===== config.mk =====
export PLATFORM = sky130hd
export DESIGN_NAME = spowt_core
export DESIGN_NICKNAME = d
export VERILOG_FILES = /design/src/pkg/spowt_pkg.sv /design/src/rtl/spowt_core.sv /design/src/rtl/spowt_sync.sv
export SDC_FILE = /design/constraint.sdc
export NUM_CORES = 1
export LEC_CHECK = 0
export ABC_AREA = 1
export BUFFER_PORTS_ARGS = -buffer_cell sky130_fd_sc_hd__clkbuf_2
export CORE_ASPECT_RATIO = 0.5
export CORE_MARGIN = 4
export CORE_UTILIZATION = 40
export DETAILED_ROUTE_END_ITERATION = 12
export PLACE_DENSITY = 0.63
export SYNTH_ARGS = -nofsm -noshare
export SYNTH_HDL_FRONTEND = slang
export SYNTH_SLANG_ARGS = --single-unit

===== constraint.sdc =====
create_clock -name CLOCK -period 8.05 [get_ports CLOCK]
set_input_delay 0 -clock CLOCK [delete_from_list [all_inputs] [get_ports CLOCK]]
set_output_delay 0 -clock CLOCK [all_outputs]
set_load 0.02 [all_outputs]

===== src/pkg/spowt_pkg.sv =====
// Constants and types for the power-down, termination and leveling timing block
package spowt_pkg;
  localparam int TCK_PS = 80000;
  localparam int CLK_PS = 10000;
  localparam int CW = 7;
  localparam int PW = 10;
  localparam real T_XP_NS = 6.0;
  localparam real T_XPDLL_NS = 24.0;
  localparam real T_CKE_F_NS = 5.0;
  localparam real T_CKE_S_NS = 5.625;
  localparam real T_WR_NS = 15.0;
  localparam real T_MOD_NS = 15.0;
  localparam real T_REFI_NS = 7800.0;
  localparam real T_AONPD_MAX_NS = 8.5;
  localparam real T_WLO_MAX_NS = 7.5;

  function automatic int ps(real ns);
    return int'(ns * 1000.0);
  endfunction

  // Larger of a cycle count and a rounded-up time
  function automatic int nck(int n, real ns);
    int c;
    c = (ps(ns) + TCK_PS - 1) / TCK_PS;
    return (c > n) ? c : n;
  endfunction

  // Longest time in block clocks, never below one
  function automatic int clk_max(real ns);
    int c;
    c = ps(ns) / CLK_PS;
    return (c < 1) ? 1 : c;
  endfunction

  localparam logic [CW-1:0] XP_NCK = CW'(nck(3, T_XP_NS));
  localparam logic [CW-1:0] XPDLL_NCK = CW'(nck(10, T_XPDLL_NS));
  localparam logic [CW-1:0] CKE_F_NCK = CW'(nck(3, T_CKE_F_NS));
  localparam logic [CW-1:0] CKE_S_NCK = CW'(nck(3, T_CKE_S_NS));
  localparam logic [CW-1:0] CMD_PDEN_NCK = 7'h01;
  localparam logic [CW-1:0] RD_PDEN_ADD = 7'h05;
  localparam logic [CW-1:0] WR_PDEN_ADD = 7'h04;
  localparam logic [CW-1:0] WR_PDEN_BC4 = 7'h02;
  localparam logic [CW-1:0] WRAP_ADD = 7'h01;
  localparam logic [CW-1:0] WRNS_NCK = CW'(nck(0, T_WR_NS));
  localparam logic [CW-1:0] MOD_NCK = CW'(nck(12, T_MOD_NS));
  localparam logic [CW-1:0] ODTH4_NCK = 7'h04;
  localparam logic [CW-1:0] ODTH8_NCK = 7'h06;
  localparam logic [CW-1:0] WLMRD_NCK = 7'h28;
  localparam logic [CW-1:0] WLDQSEN_NCK = 7'h19;
  localparam logic [CW-1:0] OP_BUSY_NCK = 7'h04;
  localparam logic [4:0] ODTL_SUB = 5'h03;
  localparam logic [PW-1:0] PD_MAX_NCK = PW'((9 * ps(T_REFI_NS)) / TCK_PS);
  localparam int AONPD_MAX_CLK = clk_max(T_AONPD_MAX_NS);
  localparam int WLO_MAX_CLK = clk_max(T_WLO_MAX_NS);

  // Chip select, row, column and write strobes, all active low
  typedef enum logic [3:0] {
    C_MRS = 4'h0,
    C_REF = 4'h1,
    C_PRE = 4'h2,
    C_ACT = 4'h3,
    C_WR = 4'h4,
    C_RD = 4'h5,
    C_ZQ = 4'h6,
    C_NOP = 4'h7
  } spowt_cmd_t;

  typedef enum logic [1:0] {
    PS_ACTIVE = 2'h0,
    PS_ENTER = 2'h1,
    PS_DRAIN = 2'h3,
    PS_DOWN = 2'h2
  } spowt_pd_t;
endpackage


===== src/rtl/spowt_core.sv =====
// Power-down, termination and write-leveling timing of the memory device
`timescale 1ns/1ps
module spowt_core
  import spowt_pkg::*;
(
  input wire logic CLOCK,
  input wire logic ARST_N,
  input wire logic CK,
  input wire logic CKE,
  input wire logic CS_N,
  input wire logic RAS_N,
  input wire logic CAS_N,
  input wire logic WE_N,
  input wire logic BC_N,
  input wire logic AUTO_PRE,
  input wire logic ODT,
  input wire logic DQS,
  input wire logic DLL_FROZEN,
  input wire logic BC4_FIXED,
  input wire logic WLEVEL_EN,
  input wire logic SLOW_GRADE,
  input wire logic [4:0] READ_LAT,
  input wire logic [4:0] WRITE_LAT,
  input wire logic [4:0] WR_CYC,
  output logic PD_LOW,
  output logic CMD_PATH_EN,
  output logic DLL_CMD_OK,
  output logic RTT_EN,
  output logic RTT_WR_SEL,
  output logic WL_DQ,
  output logic TIMING_ERR
);
  localparam int AON_MAX = AONPD_MAX_CLK;
  localparam int WLO_MAX = WLO_MAX_CLK;

  logic [9:0] pin_q, pin_rise, pin_fall;
  logic ck_rise, ck_fall, cke_s, odt_s, dqs_s, bl8, frozen, err_ck;
  logic cmd_ok, is_wr, odt_del, wr_del;
  spowt_cmd_t cmd;
  spowt_pd_t state, next_state;
  logic cke_r, odt_r, wl_seen, off_pend, wr_req;
  logic [CW-1:0] xp_cnt, xpdll_cnt, cke_cnt, pden_cnt, busy_cnt, odt_cnt;
  logic [CW-1:0] wlmrd_cnt, wldqs_cnt, wr_len;
  logic [PW-1:0] pd_len;
  logic [31:0] odt_pipe, wr_pipe;
  logic [4:0] odtl_idx;

  function automatic logic [CW-1:0] sat_dec(input logic [CW-1:0] c);
    return (c == '0) ? c : c - 7'h01;
  endfunction

  // Keep the longer of a running wait and a new one
  function automatic logic [CW-1:0] ld(input logic [CW-1:0] cur, input logic [CW-1:0] n);
    logic [CW-1:0] m;
    m = n - 7'h01;
    return (m > cur) ? m : sat_dec(cur);
  endfunction

  // All pins cross into the block clock together, so they stay aligned
  spowt_sync #(.W(10)) u_sync (
    .clk(CLOCK),
    .arst_n(ARST_N),
    .d({CK, CKE, CS_N, RAS_N, CAS_N, WE_N, BC_N, AUTO_PRE, ODT, DQS}),
    .q(pin_q),
    .rise(pin_rise),
    .fall(pin_fall)
  );

  // Pin decode; every cycle limit advances on a real CK edge
  assign ck_rise = pin_rise[9];
  assign ck_fall = pin_fall[9];
  assign cke_s = pin_q[8];
  assign cmd = spowt_cmd_t'(pin_q[7:4]);
  assign odt_s = pin_q[1];
  assign dqs_s = pin_q[0];
  assign bl8 = !BC4_FIXED && pin_q[3];
  assign cmd_ok = (state == PS_ACTIVE || state == PS_ENTER) && !pin_q[7] && cmd != C_NOP;
  assign is_wr = cmd_ok && cmd == C_WR;
  assign frozen = DLL_FROZEN && (state == PS_DRAIN || state == PS_DOWN);
  assign odtl_idx = (WRITE_LAT > ODTL_SUB) ? WRITE_LAT - ODTL_SUB : 5'h00;
  assign odt_del = odt_pipe[odtl_idx];
  assign wr_del = wr_pipe[odtl_idx];

  // Write to entry spacing; fixed chop shortens the base
  assign wr_len = CW'(WRITE_LAT) + (BC4_FIXED ? WR_PDEN_BC4 : WR_PDEN_ADD)
    + (pin_q[2] ? CW'(WR_CYC) + WRAP_ADD : WRNS_NCK);

  // Entry keeps commands for one more edge, then drains busy work
  always_comb
  begin
    next_state = state;
    case (state)
      PS_ACTIVE:
        if (ck_rise && !cke_s)
          next_state = PS_ENTER;
      PS_ENTER:
        if (ck_rise)
          next_state = cke_s ? PS_ACTIVE : (busy_cnt == '0 ? PS_DOWN : PS_DRAIN);
      PS_DRAIN:
        if (ck_rise && cke_s)
          next_state = PS_ACTIVE;
        else if (busy_cnt == '0)
          next_state = PS_DOWN;
      PS_DOWN:
        if (ck_rise && cke_s)
          next_state = PS_ACTIVE;
      default:
        next_state = PS_ACTIVE;
    endcase
  end

  always_ff @(posedge CLOCK or negedge ARST_N)
  begin
    if (!ARST_N)
      state <= PS_ACTIVE;
    else
      state <= next_state;
  end

  // Exit and pulse-width counters
  always_ff @(posedge CLOCK or negedge ARST_N)
  begin
    if (!ARST_N)
    begin
      xp_cnt <= '0;
      xpdll_cnt <= '0;
      cke_cnt <= '0;
      cke_r <= 1'b1;
    end
    else if (ck_rise)
    begin
      cke_r <= cke_s;
      xp_cnt <= (state != PS_ACTIVE && cke_s) ? XP_NCK - 7'h01 : sat_dec(xp_cnt);
      if (state != PS_ACTIVE && cke_s && DLL_FROZEN)
        xpdll_cnt <= XPDLL_NCK - 7'h01;
      else
        xpdll_cnt <= sat_dec(xpdll_cnt);
      if (cke_s != cke_r)
        cke_cnt <= (SLOW_GRADE ? CKE_S_NCK : CKE_F_NCK) - 7'h01;
      else
        cke_cnt <= sat_dec(cke_cnt);
    end
  end

  // Entry spacing after each command except ZQ, and internal work in flight
  always_ff @(posedge CLOCK or negedge ARST_N)
  begin
    if (!ARST_N)
    begin
      pden_cnt <= '0;
      busy_cnt <= '0;
    end
    else if (ck_rise)
    begin
      pden_cnt <= sat_dec(pden_cnt);
      busy_cnt <= sat_dec(busy_cnt);
      if (cmd_ok)
        case (cmd)
          C_ACT, C_PRE, C_REF:
          begin
            pden_cnt <= ld(pden_cnt, CMD_PDEN_NCK);
            busy_cnt <= ld(busy_cnt, OP_BUSY_NCK);
          end
          C_RD:
            pden_cnt <= ld(pden_cnt, CW'(READ_LAT) + RD_PDEN_ADD);
          C_WR:
            pden_cnt <= ld(pden_cnt, wr_len);
          C_MRS:
            pden_cnt <= ld(pden_cnt, MOD_NCK);
          default:
            pden_cnt <= sat_dec(pden_cnt);
        endcase
    end
  end

  // Termination hold time and power-down duration
  always_ff @(posedge CLOCK or negedge ARST_N)
  begin
    if (!ARST_N)
    begin
      odt_cnt <= '0;
      odt_r <= 1'b0;
      pd_len <= '0;
    end
    else if (ck_rise)
    begin
      odt_r <= odt_s;
      if (odt_s && !odt_r)
        odt_cnt <= (is_wr && bl8 ? ODTH8_NCK : ODTH4_NCK) - 7'h01;
      else
        odt_cnt <= sat_dec(odt_cnt);
      if (state == PS_ACTIVE)
        pd_len <= '0;
      else if (pd_len != '1)
        pd_len <= pd_len + 10'h001;
    end
  end

  // Leveling waits start at the first edge with leveling enabled
  always_ff @(posedge CLOCK or negedge ARST_N)
  begin
    if (!ARST_N)
    begin
      wl_seen <= 1'b0;
      wlmrd_cnt <= '0;
      wldqs_cnt <= '0;
    end
    else if (!WLEVEL_EN)
      wl_seen <= 1'b0;
    else if (ck_rise)
    begin
      wl_seen <= 1'b1;
      wlmrd_cnt <= wl_seen ? sat_dec(wlmrd_cnt) : WLMRD_NCK - 7'h01;
      wldqs_cnt <= wl_seen ? sat_dec(wldqs_cnt) : WLDQSEN_NCK - 7'h01;
    end
  end

  // Any spacing fault at a CK edge
  assign err_ck = (cke_s != cke_r && cke_cnt != '0)
    | (state == PS_ACTIVE && !cke_s && pden_cnt != '0)
    | (state == PS_ACTIVE && cmd_ok && xp_cnt != '0)
    | (cmd_ok && cmd == C_RD && xpdll_cnt != '0)
    | (odt_s && !odt_r && xpdll_cnt != '0)
    | (state != PS_ACTIVE && pd_len >= PD_MAX_NCK)
    | (odt_r && !odt_s && odt_cnt != '0)
    | (WLEVEL_EN && wl_seen && dqs_s && wldqs_cnt != '0);

  // Sticky until reset: only reinitialization recovers
  always_ff @(posedge CLOCK or negedge ARST_N)
  begin
    if (!ARST_N)
      TIMING_ERR <= 1'b0;
    else if ((ck_rise && err_ck) || (pin_rise[0] && WLEVEL_EN && wlmrd_cnt != '0))
      TIMING_ERR <= 1'b1;
  end

  // Termination latency pipes, one slot per CK edge
  always_ff @(posedge CLOCK or negedge ARST_N)
  begin
    if (!ARST_N)
    begin
      odt_pipe <= '0;
      wr_pipe <= '0;
    end
    else if (ck_rise)
    begin
      odt_pipe <= {odt_pipe[30:0], odt_s};
      wr_pipe <= {wr_pipe[30:0], is_wr};
    end
  end

  // Outside frozen power-down, turn-off lands on the CK falling edge, half a period late
  always_ff @(posedge CLOCK or negedge ARST_N)
  begin
    if (!ARST_N)
    begin
      RTT_EN <= 1'b0;
      RTT_WR_SEL <= 1'b0;
      off_pend <= 1'b0;
      wr_req <= 1'b0;
    end
    else if (frozen)
    begin
      RTT_EN <= odt_s;
      RTT_WR_SEL <= 1'b0;
      off_pend <= 1'b0;
    end
    else if (ck_rise)
    begin
      if (odt_del)
        RTT_EN <= 1'b1;
      off_pend <= !odt_del && RTT_EN;
      wr_req <= odt_del && (wr_del || wr_req);
    end
    else if (ck_fall)
    begin
      if (off_pend)
        RTT_EN <= 1'b0;
      RTT_WR_SEL <= wr_req;
      off_pend <= 1'b0;
    end
  end

  // Leveling result and status outputs
  always_ff @(posedge CLOCK or negedge ARST_N)
  begin
    if (!ARST_N)
    begin
      WL_DQ <= 1'b0;
      PD_LOW <= 1'b0;
      CMD_PATH_EN <= 1'b1;
      DLL_CMD_OK <= 1'b1;
    end
    else
    begin
      if (WLEVEL_EN && pin_rise[0])
        WL_DQ <= pin_q[9];
      PD_LOW <= next_state == PS_DOWN;
      CMD_PATH_EN <= next_state == PS_ACTIVE || next_state == PS_ENTER;
      DLL_CMD_OK <= next_state == PS_ACTIVE && xpdll_cnt == '0;
    end
  end
endmodule // spowt_core


===== src/rtl/spowt_sync.sv =====
// Two-stage pin synchroniser with edge detection
`timescale 1ns/1ps
module spowt_sync #(
  parameter int W = 1
) (
  input wire logic clk,
  input wire logic arst_n,
  input wire logic [W-1:0] d,
  output logic [W-1:0] q,
  output logic [W-1:0] rise,
  output logic [W-1:0] fall
);
  logic [W-1:0] s1;
  logic [W-1:0] s2;
  logic [W-1:0] s3;

  // Edges are taken from the second and third stage only
  always_ff @(posedge clk or negedge arst_n)
  begin
    if (!arst_n)
    begin
      s1 <= '0;
      s2 <= '0;
      s3 <= '0;
    end
    else
    begin
      s1 <= d;
      s2 <= s1;
      s3 <= s2;
    end
  end

  assign q = s2;
  assign rise = s2 & ~s3;
  assign fall = ~s2 & s3;
endmodule // spowt_sync

==> flow_summary.ini <==
[route]
route.detailed.drc = 0
via_per_inst = 5.05
ant_nets = 0
drtIter0Drc = 508
num_vias = 7666
wl_per_cell_um = 13.6
wl_um = 20600
dr.pass1.iters = 5

[logic_synthesis]
netlist_area_um2 = 9190
ys_seq_area_share_pct = 45.0
ys.warnings.count = 0
synth_area_leaders = dfrtp_1 (44%), nand2_1 (9.9%), inv_1 (7.1%)
yosys.area.top_type = dfrtp_1
synth_top_flop_cell = dfrtp_1
synth_edf_count = 0
ys_ff_latch = 165
synth_commonest_cells = nand2_1 (242), inv_1 (175), dfrtp_1 (162)
yosysTopAreaCellShare_pct = 44.1
synthArstFlopShare_pct = 100
yosysMostFrequentCell = nand2_1
avgSynthCellArea_um2 = 7.91
synthesis.nets = 1245
synth_cells = 1162
ys_types = 51

[job]
maxCapViolations = 0

[power_and_ir_drop]
ir_worst_vdd_mv = 0.137
cellLeakagePower_nw = 5.01
p_int_mw = 1.71
clkPwrFrac_pct = 30.3
swShare_pct = 36.2
seqPwrFrac_pct = 40.8
powerDensity_nw_per_um2 = 259
total_power_mw = 2.68
comb_power_share_pct = 28.9
switchingPower_mw = 0.971

[die]
die_w_um = 222
die-height_um = 115
initial_core_util_pct = 41.6
core_um2 = 22100
die_area_um2 = 25600
num_io_pins = 38
std_cell_rows = 38

[timing]
fin_skew_ns = 0.0115
period_needed_ns = 3.92
fmax_mhz = 255
maxSlewViolCount = 0
worst_pin_slew_ns = 1.07
hold_violations = 0
rsz0062_at_grt = no
holdWs_ns = 0.125
setup_violations = 0
fin_crit_sh_pct = 48.7
tns_ns = 0
slew_headroom_pct = 28.8
setup_ws_ns = 4.13

[final_layout]
area_growth_pct = 12.8
insertedDiodeCount = 0
fillerInstances = 2151
layout-drive-gt1-share_pct = 8.70
fin_util_pct = 46.9
stdcell_count = 1519
fin_nets = 1289
fin_area_um2 = 10400

[clock_tree]
clock_latency_ns = 0.45
cts_buffers = 17
clkTransAtPathRegs_ns = 0.07
h-tree-depth = 4
tritoncts = yes
clockBufferDepth = 2
cts_hold_buf = 15
cts.repair.resized = 0
cts_sinks = 165
clockRootBuffer = clkbuf_16
cts_setup_buffers = 0

[critical_path]
path_common_cell = nand2_1
cp_slowest_stage_delay_ns = 0.42
crit_type = reg2reg
path_max_fanout = 7
startpoint_type = register
crit_path_end_kind = register
path_cells = o21ai_0 > a21o_1 > ha_1 > inv_1 > ha_1 > ha_1 > a21oi_1 > nand2_1 > xnor2_1 > inv_1 > ha_1 > nand2_1 > nor2_1 > nand2_1 > o211ai_1 > nand2_1 > nor3_1 > nand2_1 > nand3_1 > nand2_1 > a21oi_1
cp_num_buf_inv = 2
crit_path_top_delay_cell = dfrtp_1
worstPathArrival_ns = 4.29
cpLargestDelayFamily = simple AND/OR/NAND/NOR gates
worstPathRequired_ns = 8.42

[grt]
antenna_found_initial = 0
grt_pass1_vias = 7532
grt-ovfl-total = 0
grt_max_degree = 113
grt_pass1_wl_um = 35900
grt_usage_pct = 17.1

[hold_path]
min_path_type = in2reg

[placed_design]
dpl_cell_area_um2 = 9640
gp_congestion = 0.873
dp_cells = 1472
portBuffers = 36
place_ws_ns = 4.02
dpl.hpwl_um = 14200

[status]
outcome = completed
path summary, 6_finish.rpt:
| path | from | end | slack [ns] | cells after the start |
|---|---|---|---|---|
| max in group asynchronous | ARST_N | pden_cnt[6]$_DFFE_PN0P_ | 6.40 | 3 |
| max reg2reg | u_sync.q[2]$_DFF_PN0_ | pden_cnt[5]$_DFFE_PN0P_ | 4.13 | 21 |
| min in group asynchronous | ARST_N | wlmrd_cnt[3]$_DFFE_PN0P_ | 0.21 | 2 |
| min | READ_LAT[3] | pden_cnt[5]$_DFFE_PN0P_ | 0.12 | 7 |
| max | u_sync.q[2]$_DFF_PN0_ | pden_cnt[5]$_DFFE_PN0P_ | 4.13 | 21 |
| min reg2reg | u_sync.s1[4]$_DFF_PN0_ | u_sync.q[4]$_DFF_PN0_ | 0.35 | 0 |
final cells by class:
cell class                      instances  area [um2]  area share, %
Sequential cell                       165        4130           39.9
Tap cell                              300         375           3.62
Timing Repair Buffer                   55         367           3.54
Inverter                              185         696           6.71
Clock inverter                         11         115           1.11
Multi-Input combinational cell        782        4220           40.7
Clock buffer                           21         460           4.44
kinds of logic after synthesis:
group,synth area share [%]
flip-flops,45.0
AND/OR/NAND/NOR,25.1
XOR/XNOR,1.72
buffers and inverters,9.21
adder cells (fa/ha/maj),7.33
AO/OA/AOI/OAI,11.6
worst register-to-register path: cells and delay by family (launching register included):
family,cells,cell delay (ns)
xor gates and xnor gates,1,0.16
DFF,1,0.42
buffers and inverters,2,0.14
adders and majority gates,4,1.19
and+or+nand+nor,9,1.22
AOI/OAI and AO/OA,5,0.72
placed cells by master, fill, tap and decap left out, types with 7 or more instances in the layout:
cell	count
dfrtp_1	162
nand3_1	110
nor2_1	87
o21ai_0	106
clkbuf_2	35
clkbuf_16	17
inv_2	9
ha_1	48
nand4_1	19
a21oi_1	39
nand2_1	242
dlygate4sd3_1	15
nor3b_1	7
xor2_1	12
o211ai_1	12
nor3_1	29
inv_1	175
routing by layer:
metal	part of all wire [%]	routed length [um]	up-vias	global-route usage [%]
met1	50	10300	3614	23.2
li1	-	-	3877	-
met4	1.5	306	0	5.83
met3	3.8	789	24	3.57
met5	0	0	-	0
met2	45	9180	151	27.7
registers in the layout, summed over array words and instances, names as in the netlist, 2 cells and up:
| register | cells |
|---|---|
| u_sync.q | 10 |
| u_sync.s1 | 10 |
| xp_cnt | 7 |
| u_sync.s3 | 2 |
| state | 2 |
| wr_pipe | 32 |
| odt_cnt | 7 |
| pd_len | 10 |
| pden_cnt | 7 |
| wlmrd_cnt | 7 |
| wldqs_cnt | 7 |
| odt_pipe | 32 |
| xpdll_cnt | 7 |
| cke_cnt | 7 |
| busy_cnt | 7 |
power by group through the flow:
stage               clock network [mW]  registers, mW  logic, mW
CTS                              0.834           1.09      0.781
finish                           0.811           1.09      0.776
global route                     0.863           1.11      0.903
global placement                     0           1.10      0.739
floorplan                            0           1.09      0.579
detailed placement                   0           1.11      0.771
(Power assumes the default switching activity.)
